## config.mk

```make
export PLATFORM = sky130hd
export DESIGN_NAME = upper_bank_special_registers
export DESIGN_NICKNAME = d
export VERILOG_FILES = /design/src/shared/upper_bank_pkg.sv /design/src/shared/reg_access_if.sv /design/src/rtl/data_memory.sv /design/src/rtl/axi_reg_slave.sv /design/src/rtl/upper_bank_special_registers.sv
export SDC_FILE = /design/constraint.sdc
export NUM_CORES = 2
export LEC_CHECK = 0
export ABC_AREA = 1
export BUFFER_PORTS_ARGS = -buffer_cell sky130_fd_sc_hd__buf_2
export CELL_PAD_IN_SITES_DETAIL_PLACEMENT = 1
export CELL_PAD_IN_SITES_GLOBAL_PLACEMENT = 1
export CORE_MARGIN = 4
export CORE_UTILIZATION = 57
export CTS_BUF_LIST = sky130_fd_sc_hd__clkbuf_8
export CTS_CLUSTER_DIAMETER = 80
export CTS_CLUSTER_SIZE = 8
export DETAILED_ROUTE_END_ITERATION = 8
export PLACE_DENSITY_LB_ADDON = 0.05
export SYNTH_ARGS = -nofsm -noshare
export SYNTH_HDL_FRONTEND = slang
export SYNTH_SLANG_ARGS = --single-unit
```

## constraint.sdc

```tcl
create_clock -name clock -period 16.33 [get_ports clock]
set_input_delay 1.633 -clock clock [delete_from_list [all_inputs] [get_ports clock]]
set_output_delay 1.633 -clock clock [all_outputs]
set_load 0.05 [all_outputs]
```

## src/shared/upper_bank_pkg.sv

```systemverilog
// constants for the upper special register bank and its bus front end
package upper_bank_pkg;
  // ----------------------------------------------------------------
  // widths
  // ----------------------------------------------------------------
  localparam int unsigned DATA_W = 8;
  localparam int unsigned IDX_W = 8;
  localparam int unsigned AXI_ADDR_W = 10;
  localparam int unsigned AXI_DATA_W = 32;
  localparam int unsigned IDX_LSB = 2;
  localparam int unsigned RAM_DEPTH = 256;
  // ----------------------------------------------------------------
  // register indices (byte address = 4 * index)
  // ----------------------------------------------------------------
  localparam logic [7:0] IDX_INDIRECT = 8'h80;
  localparam logic [7:0] IDX_OPTION = 8'h81;
  localparam logic [7:0] IDX_PC_LOW = 8'h82;
  localparam logic [7:0] IDX_STATUS = 8'h83;
  localparam logic [7:0] IDX_POINTER = 8'h84;
  localparam logic [7:0] IDX_DIR_A = 8'h85;
  localparam logic [7:0] IDX_DIR_B = 8'h86;
  localparam logic [7:0] IDX_DIR_C = 8'h87;
  localparam logic [7:0] IDX_PC_LATCH = 8'h8A;
  localparam logic [7:0] IDX_INT_CTL = 8'h8B;
  localparam logic [7:0] IDX_IRQE = 8'h8C;
  localparam logic [7:0] IDX_PWR = 8'h8E;
  localparam logic [7:0] IDX_T2P = 8'h92;
  localparam logic [7:0] IDX_SADDR = 8'h93;
  localparam logic [7:0] IDX_SSTAT = 8'h94;
  localparam logic [7:0] IDX_ACFG = 8'h9F;
  localparam logic [7:0] IDX_BANK1 = 8'h80;
  localparam logic [7:0] IDX_LAST = 8'h9F;
  // ----------------------------------------------------------------
  // reset values and field positions
  // ----------------------------------------------------------------
  localparam logic [7:0] RST_OPTION = 8'hFF;
  localparam logic [5:0] RST_DIR_A = 6'h3F;
  localparam logic [7:0] RST_DIR_B = 8'hFF;
  localparam logic [7:0] RST_DIR_C = 8'hFF;
  localparam logic [7:0] RST_T2P = 8'hFF;
  localparam logic [7:0] RST_STATUS = 8'h18;
  localparam logic [7:0] IRQE_MASK = 8'h4F;
  localparam int unsigned ST_TO = 4;
  localparam int unsigned ST_PD = 3;
  localparam int unsigned PWR_POR = 1;
  localparam int unsigned PWR_BOR = 0;
  localparam int unsigned INT_KEPT = 0;
  // ----------------------------------------------------------------
  // bus responses
  // ----------------------------------------------------------------
  localparam logic [1:0] RESP_OKAY = 2'h0;
  localparam logic [1:0] RESP_SLVERR = 2'h2;
endpackage

```

## src/shared/reg_access_if.sv

```systemverilog
// byte wide write and read access between blocks
`timescale 1ns/1ps
`default_nettype none
interface reg_access_if;
  logic wr_en;
  logic [7:0] wr_addr;
  logic [7:0] wdata;
  logic [7:0] rd_addr;
  logic [7:0] rdata;
  modport requester (output wr_en, output wr_addr, output wdata,
                     output rd_addr, input rdata);
  modport responder (input wr_en, input wr_addr, input wdata,
                     input rd_addr, output rdata);
endinterface
`default_nettype wire

```

## src/rtl/data_memory.sv

```systemverilog
// data memory reached through the indirect slot
`timescale 1ns/1ps
`default_nettype none
module data_memory #(
  parameter int unsigned DEPTH = upper_bank_pkg::RAM_DEPTH
) (
  input wire logic clock,
  reg_access_if.responder mem
);
  import upper_bank_pkg::*;
  logic [7:0] store [DEPTH];
  // ----------------------------------------------------------------
  // storage, no reset: contents unknown after power-up
  // ----------------------------------------------------------------
  always_ff @(posedge clock) begin
    if (mem.wr_en) begin
      store[mem.wr_addr] <= mem.wdata;
    end
  end
  assign mem.rdata = store[mem.rd_addr];
endmodule // data_memory
`default_nettype wire

```

## src/rtl/axi_reg_slave.sv

```systemverilog
// axi4-lite slave that turns bus words into byte register accesses
`timescale 1ns/1ps
`default_nettype none
module axi_reg_slave (
  input wire logic clock,
  input wire logic rst,
  input wire logic [upper_bank_pkg::AXI_ADDR_W-1:0] awaddr,
  input wire logic awvalid,
  output logic awready,
  input wire logic [31:0] wdata,
  input wire logic [3:0] wstrb,
  input wire logic wvalid,
  output logic wready,
  output logic [1:0] bresp,
  output logic bvalid,
  input wire logic bready,
  input wire logic [upper_bank_pkg::AXI_ADDR_W-1:0] araddr,
  input wire logic arvalid,
  output logic arready,
  output logic [31:0] rdata,
  output logic [1:0] rresp,
  output logic rvalid,
  input wire logic rready,
  reg_access_if.requester regs
);
  import upper_bank_pkg::*;
  typedef struct packed {
    logic have_aw;
    logic have_w;
    logic [7:0] widx;
    logic [7:0] wbyte;
    logic wlane;
    logic awready;
    logic wready;
    logic bvalid;
    logic [1:0] bresp;
    logic arready;
    logic rvalid;
    logic [31:0] rdata;
    logic [1:0] rresp;
  } slave_state_t;
  localparam slave_state_t SLAVE_RESET = '{default: '0};
  slave_state_t q, d;
  logic [7:0] ridx;
  logic fire;
  // ----------------------------------------------------------------
  // channel handling
  // ----------------------------------------------------------------
  always_comb begin
    d = q;
    ridx = araddr[IDX_LSB +: IDX_W];
    fire = q.have_aw & q.have_w & ~q.bvalid;
    if (awvalid & q.awready) begin
      d.have_aw = 1'b1;
      d.widx = awaddr[IDX_LSB +: IDX_W];
    end
    if (wvalid & q.wready) begin
      d.have_w = 1'b1;
      d.wbyte = wdata[DATA_W-1:0];
      d.wlane = wstrb[0];
    end
    if (fire) begin
      d.have_aw = 1'b0;
      d.have_w = 1'b0;
      d.bvalid = 1'b1;
      d.bresp = (q.widx > IDX_LAST) ? RESP_SLVERR : RESP_OKAY;
    end
    if (q.bvalid & bready) begin
      d.bvalid = 1'b0;
    end
    if (arvalid & q.arready) begin
      d.rvalid = 1'b1;
      d.rdata = {{(AXI_DATA_W-DATA_W){1'b0}}, regs.rdata};
      d.rresp = (ridx > IDX_LAST) ? RESP_SLVERR : RESP_OKAY;
    end else if (q.rvalid & rready) begin
      d.rvalid = 1'b0;
    end
    d.awready = ~d.have_aw & ~d.bvalid;
    d.wready = ~d.have_w & ~d.bvalid;
    d.arready = ~d.rvalid;
  end
  always_ff @(posedge clock) begin
    if (rst) begin
      q <= SLAVE_RESET;
    end else begin
      q <= d;
    end
  end
  assign regs.wr_en = fire & q.wlane & (q.widx <= IDX_LAST);
  assign regs.wr_addr = q.widx;
  assign regs.wdata = q.wbyte;
  assign regs.rd_addr = ridx;
  assign awready = q.awready;
  assign wready = q.wready;
  assign bvalid = q.bvalid;
  assign bresp = q.bresp;
  assign arready = q.arready;
  assign rvalid = q.rvalid;
  assign rdata = q.rdata;
  assign rresp = q.rresp;
endmodule // axi_reg_slave
`default_nettype wire

```

## src/rtl/upper_bank_special_registers.sv

```systemverilog
// upper special register bank with mirrored core registers and resets
`timescale 1ns/1ps
`default_nettype none
// Function
// - unimplemented addresses in the bank read zero and ignore writes
// - master clear or watchdog reset loads each register with its other-reset value; brown-out loads power-on values
// - unchanged bits survive other resets; unknown bits are given zero at power-on
// - power cause bits reset by reset kind: power-on versus brown-out
// - port b direction resets to all ones; each bit steers one pin
// - port c direction resets to all ones; each bit steers one pin
// - mirrored core registers decode from either bank to one storage
// - pc latch holds pc bits 12..8, copied into hidden upper pc byte
// - master clear pin and watchdog timeout count as other resets
module upper_bank_special_registers (
  input wire logic clock,
  input wire logic rst,
  input wire logic brownout_detect,
  input wire logic master_clear_pin_n,
  input wire logic watchdog_timeout,
  input wire logic [5:0] serial_state_in,
  input wire logic [upper_bank_pkg::AXI_ADDR_W-1:0] s_axi_awaddr,
  input wire logic s_axi_awvalid,
  output logic s_axi_awready,
  input wire logic [31:0] s_axi_wdata,
  input wire logic [3:0] s_axi_wstrb,
  input wire logic s_axi_wvalid,
  output logic s_axi_wready,
  output logic [1:0] s_axi_bresp,
  output logic s_axi_bvalid,
  input wire logic s_axi_bready,
  input wire logic [upper_bank_pkg::AXI_ADDR_W-1:0] s_axi_araddr,
  input wire logic s_axi_arvalid,
  output logic s_axi_arready,
  output logic [31:0] s_axi_rdata,
  output logic [1:0] s_axi_rresp,
  output logic s_axi_rvalid,
  input wire logic s_axi_rready,
  output logic [7:0] timer0_pullup_edge_config,
  output logic [7:0] prog_counter_low,
  output logic [4:0] prog_counter_upper,
  output logic [7:0] core_status_flags,
  output logic [7:0] indirect_pointer,
  output logic [5:0] port_a_direction,
  output logic [7:0] port_b_direction,
  output logic [7:0] port_c_direction,
  output logic [4:0] prog_counter_high_latch,
  output logic [7:0] interrupt_control,
  output logic [7:0] peripheral_irq_enable_1,
  output logic [1:0] power_reset_cause,
  output logic [7:0] timer2_period,
  output logic [7:0] serial_slave_address,
  output logic [2:0] analog_pin_config
);
  import upper_bank_pkg::*;

  // ----------------------------------------------------------------
  // state
  // ----------------------------------------------------------------
  typedef struct packed {
    logic [2:0] clear_sync;
    logic clear_low;
    logic [7:0] option;
    logic [7:0] pc_low;
    logic [4:0] pc_upper;
    logic [7:0] status;
    logic [7:0] pointer;
    logic [5:0] dir_a;
    logic [7:0] dir_b;
    logic [7:0] dir_c;
    logic [4:0] pc_latch;
    logic [7:0] int_ctl;
    logic [7:0] irqe;
    logic [1:0] pwr;
    logic [7:0] t2p;
    logic [7:0] saddr;
    logic [5:0] sstat;
    logic [2:0] acfg;
  } bank_state_t;

  // power-on values; unknown bits are given zero here
  localparam bank_state_t POWER_ON = '{
    clear_sync: 3'h7,
    clear_low: 1'b0,
    option: RST_OPTION,
    pc_low: 8'h00,
    pc_upper: 5'h00,
    status: RST_STATUS,
    pointer: 8'h00,
    dir_a: RST_DIR_A,
    dir_b: RST_DIR_B,
    dir_c: RST_DIR_C,
    pc_latch: 5'h00,
    int_ctl: 8'h00,
    irqe: 8'h00,
    pwr: 2'h0,
    t2p: RST_T2P,
    saddr: 8'h00,
    sstat: 6'h00,
    acfg: 3'h0
  };

  bank_state_t q, d;
  logic other_reset;
  logic [7:0] wr_idx;
  logic [7:0] rd_idx;
  logic [7:0] rd_val;
  logic ptr_to_slot;

  reg_access_if bus ();
  reg_access_if mem ();

  // ----------------------------------------------------------------
  // submodules
  // ----------------------------------------------------------------
  axi_reg_slave u_slave (
    .clock(clock),
    .rst(rst),
    .awaddr(s_axi_awaddr),
    .awvalid(s_axi_awvalid),
    .awready(s_axi_awready),
    .wdata(s_axi_wdata),
    .wstrb(s_axi_wstrb),
    .wvalid(s_axi_wvalid),
    .wready(s_axi_wready),
    .bresp(s_axi_bresp),
    .bvalid(s_axi_bvalid),
    .bready(s_axi_bready),
    .araddr(s_axi_araddr),
    .arvalid(s_axi_arvalid),
    .arready(s_axi_arready),
    .rdata(s_axi_rdata),
    .rresp(s_axi_rresp),
    .rvalid(s_axi_rvalid),
    .rready(s_axi_rready),
    .regs(bus.requester)
  );

  data_memory #(
    .DEPTH(RAM_DEPTH)
  ) u_memory (
    .clock(clock),
    .mem(mem.responder)
  );

  // ----------------------------------------------------------------
  // address folding
  // ----------------------------------------------------------------
  function automatic logic [7:0] fold(input logic [7:0] idx);
    logic [7:0] up;
    up = idx | IDX_BANK1;
    fold = idx;
    if (idx < IDX_BANK1) begin
      fold = 8'hFF;
      if (up == IDX_INDIRECT || up == IDX_PC_LOW || up == IDX_STATUS ||
          up == IDX_POINTER || up == IDX_PC_LATCH ||
          up == IDX_INT_CTL) begin
        fold = up;
      end
    end
  endfunction

  // ----------------------------------------------------------------
  // next state
  // ----------------------------------------------------------------
  always_comb begin
    d = q;
    wr_idx = fold(bus.wr_addr);
    rd_idx = fold(bus.rd_addr);
    ptr_to_slot = (fold(q.pointer) == IDX_INDIRECT);
    mem.wr_en = 1'b0;
    mem.wr_addr = q.pointer;
    mem.wdata = bus.wdata;
    mem.rd_addr = q.pointer;
    // pin passes three stages; level counts once stages two and three agree
    d.clear_sync = {q.clear_sync[1:0], master_clear_pin_n};
    if (q.clear_sync[1] == q.clear_sync[2]) begin
      d.clear_low = ~q.clear_sync[2];
    end
    d.sstat = serial_state_in;
    other_reset = q.clear_low | watchdog_timeout;
    if (brownout_detect) begin
      d = POWER_ON;
      d.clear_sync = {q.clear_sync[1:0], master_clear_pin_n};
      d.clear_low = q.clear_low;
      d.pwr[PWR_POR] = q.pwr[PWR_POR];
      d.pwr[PWR_BOR] = 1'b0;
    end else if (other_reset) begin
      d.option = RST_OPTION;
      d.pc_low = 8'h00;
      d.pc_upper = 5'h00;
      d.status[7:5] = 3'h0;
      if (watchdog_timeout) begin
        d.status[ST_TO] = 1'b0;
      end
      d.dir_a = RST_DIR_A;
      d.dir_b = RST_DIR_B;
      d.dir_c = RST_DIR_C;
      d.pc_latch = 5'h00;
      d.int_ctl[7:1] = 7'h00;
      d.irqe = 8'h00;
      d.t2p = RST_T2P;
      d.saddr = 8'h00;
      d.sstat = 6'h00;
      d.acfg = 3'h0;
      // pointer, status low bits, pwr and int flag kept
    end else if (bus.wr_en) begin
      case (wr_idx)
        IDX_INDIRECT: begin
          mem.wr_en = ~ptr_to_slot;
        end
        IDX_OPTION: begin
          d.option = bus.wdata;
        end
        IDX_PC_LOW: begin
          d.pc_low = bus.wdata;
          d.pc_upper = q.pc_latch;
        end
        IDX_STATUS: begin
          d.status = {bus.wdata[7:5], q.status[ST_TO:ST_PD],
                      bus.wdata[2:0]};
        end
        IDX_POINTER: begin
          d.pointer = bus.wdata;
        end
        IDX_DIR_A: begin
          d.dir_a = bus.wdata[5:0];
        end
        IDX_DIR_B: begin
          d.dir_b = bus.wdata;
        end
        IDX_DIR_C: begin
          d.dir_c = bus.wdata;
        end
        IDX_PC_LATCH: begin
          d.pc_latch = bus.wdata[4:0];
        end
        IDX_INT_CTL: begin
          d.int_ctl = bus.wdata;
        end
        IDX_IRQE: begin
          d.irqe = bus.wdata & IRQE_MASK;
        end
        IDX_PWR: begin
          d.pwr = bus.wdata[1:0];
        end
        IDX_T2P: begin
          d.t2p = bus.wdata;
        end
        IDX_SADDR: begin
          d.saddr = bus.wdata;
        end
        IDX_ACFG: begin
          d.acfg = bus.wdata[2:0];
        end
        default: begin
          d.option = q.option;
        end
      endcase
    end
  end

  // ----------------------------------------------------------------
  // read mux
  // ----------------------------------------------------------------
  always_comb begin
    rd_val = 8'h00;
    case (rd_idx)
      IDX_INDIRECT: begin
        rd_val = ptr_to_slot ? 8'h00 : mem.rdata;
      end
      IDX_OPTION: begin
        rd_val = q.option;
      end
      IDX_PC_LOW: begin
        rd_val = q.pc_low;
      end
      IDX_STATUS: begin
        rd_val = q.status;
      end
      IDX_POINTER: begin
        rd_val = q.pointer;
      end
      IDX_DIR_A: begin
        rd_val = {2'h0, q.dir_a};
      end
      IDX_DIR_B: begin
        rd_val = q.dir_b;
      end
      IDX_DIR_C: begin
        rd_val = q.dir_c;
      end
      IDX_PC_LATCH: begin
        rd_val = {3'h0, q.pc_latch};
      end
      IDX_INT_CTL: begin
        rd_val = q.int_ctl;
      end
      IDX_IRQE: begin
        rd_val = q.irqe;
      end
      IDX_PWR: begin
        rd_val = {6'h00, q.pwr};
      end
      IDX_T2P: begin
        rd_val = q.t2p;
      end
      IDX_SADDR: begin
        rd_val = q.saddr;
      end
      IDX_SSTAT: begin
        rd_val = {2'h0, q.sstat};
      end
      IDX_ACFG: begin
        rd_val = {5'h00, q.acfg};
      end
      default: begin
        rd_val = 8'h00;
      end
    endcase
  end
  assign bus.rdata = rd_val;

  // ----------------------------------------------------------------
  // registers
  // ----------------------------------------------------------------
  always_ff @(posedge clock) begin
    if (rst) begin
      q <= POWER_ON;
    end else begin
      q <= d;
    end
  end

  // ----------------------------------------------------------------
  // outputs
  // ----------------------------------------------------------------
  assign timer0_pullup_edge_config = q.option;
  assign prog_counter_low = q.pc_low;
  assign prog_counter_upper = q.pc_upper;
  assign core_status_flags = q.status;
  assign indirect_pointer = q.pointer;
  assign port_a_direction = q.dir_a;
  assign port_b_direction = q.dir_b;
  assign port_c_direction = q.dir_c;
  assign prog_counter_high_latch = q.pc_latch;
  assign interrupt_control = q.int_ctl;
  assign peripheral_irq_enable_1 = q.irqe;
  assign power_reset_cause = q.pwr;
  assign timer2_period = q.t2p;
  assign serial_slave_address = q.saddr;
  assign analog_pin_config = q.acfg;
endmodule // upper_bank_special_registers
`default_nettype wire

```

### Word level (Yosys, flattened, before mapping)

Memories as Yosys holds them, arrays and structs flattened. A register that Yosys moved wholly into a read port is not among the register bits.
Index checks and enable logic that the tools add are counted.

| operators by class | value |
|---|---|
| $lt $le $gt $ge | 6 |
| equal/unequal tests | 48 |
| muxes and demuxes | 39 |
| bitwise logic cells | 21 |
| reductions and logical operators | 39 |

Operator list:

| cell | count |
|---|---|
| $eq 8x8->1 const B | 32 |
| $pmux 8 s16 | 1 |
| $mux 8 | 12 |
| $mux 74 | 1 |
| $eq 7x2->1 const B | 6 |
| $eq 7x4->1 const B | 6 |
| $mux 7 | 4 |
| $reduce_and 2->1 | 14 |
| $lt 8x8->1 const B | 3 |
| $eq 7x3->1 const B | 3 |
| $logic_not 7->1 | 3 |
| $gt 8x8->1 const B | 2 |
| $logic_or 1x1->1 | 15 |
| $mux 1 | 13 |
| $reduce_and 3->1 | 4 |
| $and 1x1->1 | 11 |
| $not 1->1 | 9 |
| $le 8x8->1 const B | 1 |
| $mux 2 | 4 |
| $mux 3 | 2 |
| $mux 6 | 1 |
| $mux 5 | 1 |
| $reduce_and 4->1 | 1 |
| $reduce_or 3->1 | 1 |
| 3 further kinds | 3 |

| word-level totals | value |
|---|---|
| bits in registers | 143 |
| RAM bits | 2048 |
| input port bits | 72 |
| output and inout port bits | 142 |
| word-level logic and storage cells | 189 |
| memories kept | 1 |

Memories:

| name | depth | bits a word | read ports | clocked after memory_dff | wr ports | RTL line | RTL |
|---|---|---|---|---|---|---|---|
| u_memory.store | 256 | 8 | 1 | 1 | 1 | data_memory.sv:11 | `logic [7:0] store [DEPTH];` |

### Longest topological paths before layout

| logic depth | value |
|---|---|
| word-level depth | 16 |
| depth in mapped cells | 17 |
| gate-level depth less buffers | 15 |

### Cells and area by module

From an unflattened synthesis, not the netlist that was laid out.

| unflattened totals | value |
|---|---|
| cells, all modules | 8070 |
| area total of the unflattened synthesis | 91048.6 um^2 |

By module, submodules not included:

| module | instances | cells each | area each (um^2) | sequential area each (um^2) |
|---|---|---|---|---|
| data_memory | 1 | 6995 | 83236.1 | 61499.0 |
| upper_bank_special_registers | 1 | 862 | 6160.9 | 2142.1 |
| axi_reg_slave | 1 | 213 | 1651.6 | 680.7 |

### Least setup slack after synthesis

Ideal clock, no wire load.

| path | value |
|---|---|
| kind | reg2reg |
| from | register u_slave.q (netlist bit u_slave.regs.wdata[7]) |
| to | register with a tool-made name |
| library setup time | 0.111 ns |
| arrival time | 5.028 ns |
| path slack | 11.191 ns |
| cell stages (with the launch flop) | 3 |
| path buffers | 0 |
| cell sequence | dfxtp_1 -> clkinv_1 -> a211oi_1 |

RTL lines:

| item | RTL line | RTL |
|---|---|---|
| start, declared | axi_reg_slave.sv:43 | `slave_state_t q, d;` |
| start signal, assigned | axi_reg_slave.sv:84 | `q <= SLAVE_RESET;` |
| start signal, assigned | axi_reg_slave.sv:86 | `q <= d;` |

==> impl_metrics.py <==
metrics = {
    "drt": {
        "remaining_drc_errors": 0,
        "routed_wl_mm": 272,
        "dr_total_vias": 62400,
        "vias_per_cell": 6.25,
        "drt_pre_antenna_iters": 5,
        "drt_iter0_markers": 7004,
        "wire_per_inst_um": 27.2,
        "antenna_left": 0,
    },
    "setup_path": {
        "cp_slowest_cell": "buf_4",
        "worstPathMaxFanout": 188,
        "crit_top_cell": "nand3_1",
        "endpoint_kind": "flop",
        "cp_cell_sequence": "buf_4 > buf_12 > buf_4 > buf_12 > buf_4 > nand2_1 > nand3_1 > nand3_1 > nand3_1 > nand3_1 > nand3_1 > nand3_1 > nand3_1 > nand3_1 > nand2_1 > nand2_1 > a21oi_1",
        "critical-path-top-delay-family": "buffers and inverters",
        "slowest_delay_ns": 0.83,
        "critical_path_class": "reg -> reg",
        "path_buf_inv": 5,
        "required_ns": 17.25,
        "worstSetupStartpointType": "flop",
        "cp.arrival_ns": 7.38,
    },
    "timing": {
        "slew_violations": 0,
        "finalWorstSetupSlack_ns": 9.88,
        "fin_crit_sh": 0.395,
        "fmax_ghz": 0.155,
        "setup_viol": 0,
        "finalHoldViolations": 0,
        "fin_skew_ns": 0.0387,
        "rsz0062_at_grt": "no",
        "whs_ns": 0.412,
        "worst_pin_slew_ns": 1.22,
        "fin_setup_tns_ns": 0,
        "period_needed_ns": 6.45,
        "max-slew-margin-rel": 0.186,
    },
    "clock_tree": {
        "clk_transition_reported_paths_ns": 0.06,
        "cts_max_level": 5,
        "clkSinkCount": 2197,
        "clockRootBuffer": "clkbuf_8",
        "worstSkewPairLatency_ns": 1.02,
        "hold_buffers": 0,
        "cts_tree": "built",
        "cts_made_buffers": 324,
        "cts.path.max_buffers": 4,
        "cts_setup_buffers": 0,
        "cts_resized": 0,
    },
    "logic_synthesis": {
        "async_flop_share": 0,
        "yosysWarnings": 0,
        "syn_inst": 7941,
        "ys_seq_area_frac": 0.716,
        "synth-main-ff-cell": "edfxtp_1",
        "synth_edf_count": 2048,
        "synth_cell_types": 37,
        "avgSynthCellArea_um2": 11.3,
        "syn_area_um2": 90000,
        "ys_seq_elements": 2197,
    },
    "grt": {
        "grt-ovfl-total": 0,
        "top_usage_layer": "met2",
        "grt_max_degree": 202,
        "grt_antenna_before_repair": 7,
        "met3_usage": 0.0603,
        "grt_use_met1": 0.453,
        "met2_usage": 0.526,
        "grt_pass1_wl_mm": 404,
        "grt_pass1_vias": 64600,
        "grt_use_total": 0.330,
    },
    "placed_design": {
        "preCtsSetupSlack_ns": 10.02,
        "io_buffers": 152,
        "dp_hpwl_mm": 158,
        "gp_congestion": 0.856,
    },
    "job": {
        "cap_violations": 0,
    },
    "floorplan": {
        "die_area_um2": 164000,
        "start_util": 0.575,
        "ios": 214,
        "core-area_um2": 157000,
        "die_h_um": 405,
        "std_cell_rows": 145,
        "die_w_um": 405,
    },
    "power_and_ir_drop": {
        "p_leak_nw": 34.0,
        "power.density_nw_per_um2": 107,
        "ir_drop_v": 0.0000951,
    },
    "cells_and_area": {
        "layout-drive-gt1-share": 0.0804,
        "nNetsFinal": 7959,
        "syn2layout_area_growth_pct": 6.42,
    },
    "min_path": {
        "hold_path.class": "reg -> reg",
        "min_from": "q[108]",
    },
    "outcome": {
        "status": "completed",
    },
}
[Yosys cell counts (all sizes together) (3+ instances only)]
master | number | area share
dfxtp | 149 | 0.033
a211oi | 6 | 0.00050
nand4 | 10 | 0.00086
nor4 | 3 | 0.00071
nand3 | 2064 | 0.11
clkinv | 8 | 0.00036
nand2 | 2281 | 0.096
clkbuf | 293 | 0.012
o21ai | 74 | 0.0041
o21a | 4 | 0.00033
edfxtp | 2048 | 0.68
a21oi | 80 | 0.0044
nor2 | 374 | 0.016
or2 | 3 | 0.00021
o211ai | 40 | 0.0033
nor3 | 17 | 0.0012
inv | 118 | 0.0049
buf | 359 | 0.023
[power by group]
| part | switching [W] | internal [W] | total (W) |
|---|---|---|---|
| registers | 0.0000367 | 0.00620 | 0.00623 |
| logic | 0.000187 | 0.0000238 | 0.000211 |
| clock network | 0.00197 | 0.00180 | 0.00377 |
| total | 0.00219 | 0.00802 | 0.0102 |
[worst reg2reg max path, cell delays in order (launching register included)]
cell	delay [ns]
dfxtp_4	0.38
buf_4	0.70
buf_12	0.58
buf_4	0.89
buf_12	0.67
buf_4	1.08
nand2_1	0.14
nand3_1	0.12
nand3_1	0.12
nand3_1	0.18
nand3_1	0.16
nand3_1	0.21
nand3_1	0.41
nand3_1	0.25
nand3_1	0.15
nand2_1	0.15
nand2_1	0.07
a21oi_1	0.11
[sequential cells by signal, summed over array words and instances, names as in the netlist, 3 cells and up, named ones only]
| name | flops |
|---|---|
| u_slave.regs.wdata | 8 |
| u_slave.rdata | 8 |
| u_slave.regs.wr_addr | 8 |
| serial_slave_address | 8 |
| interrupt_control | 8 |
| u_slave.q | 3 |
| analog_pin_config | 3 |
| core_status_flags | 7 |
| port_a_direction | 6 |
| indirect_pointer | 8 |
| u_memory.store | 2048 |
| prog_counter_low | 8 |
| prog_counter_upper | 5 |
| q | 10 |
| prog_counter_high_latch | 5 |
| port_c_direction | 8 |
| peripheral_irq_enable_1 | 5 |
| timer0_pullup_edge_config | 8 |
| port_b_direction | 8 |
| timer2_period | 8 |
[layer usage]
metal  share of wire  up-vias
li1                -    27400
met1            0.40    31700
met2            0.48     2756
met3           0.083      563
met4           0.041        2
met5        0.000048        -
[worst paths after layout]
path	end	cells after the start	slack, ns
max	u_slave.rdata[0]	17	9.88
min	q[109]	1	0.41
max reg2reg	u_slave.rdata[0]	17	9.88
min reg2reg	q[109]	1	0.41
[through the flow]
step | utilization | cells | power (W) | instance area, um^2
finish | 0.612 | 9982 | 0.0102 | 95800
global route | 0.612 | 9981 | 0.0105 | 95800
CTS | 0.612 | 9980 | 0.0102 | 95800
detailed placement | 0.582 | 9619 | 0.00656 | 91100
global placement | 0.582 | 9619 | 0.00655 | 91100
floorplan | - | 7985 | 0.00647 | 90200
[kinds of logic after synthesis]
| kind of cell | share of synthesized area |
|---|---|
| simple gates | 0.230 |
| compound gates | 0.0133 |
| flops | 0.716 |
| buf+inv | 0.0406 |
| other cells | 0.0000834 |
[final cells by class]
type | count | area [um^2]
timing repair buffer | 228 | 1430
inverter | 126 | 500
antenna | 2 | 5.00
fill | 16000 | 60800
multi-input combinational | 5010 | 22100
clock buffer | 331 | 4560
sequential | 2197 | 64500
tap | 2058 | 2570
clock inverter | 30 | 125
[layout by cell type (no fill, tap or decap), drive strengths merged, types with 4 or more instances in the layout]
cell type,n
o211ai,40
nand2,2281
conb,46
clkinv,9
inv,144
a21oi,80
nand3,2064
nand4,10
buf,228
dfxtp,149
nor2,374
edfxtp,2048
a211oi,6
o21a,4
nor3,17
o21ai,74
clkbuf,331
No activity file was read; power rests on OpenSTA's default activity.
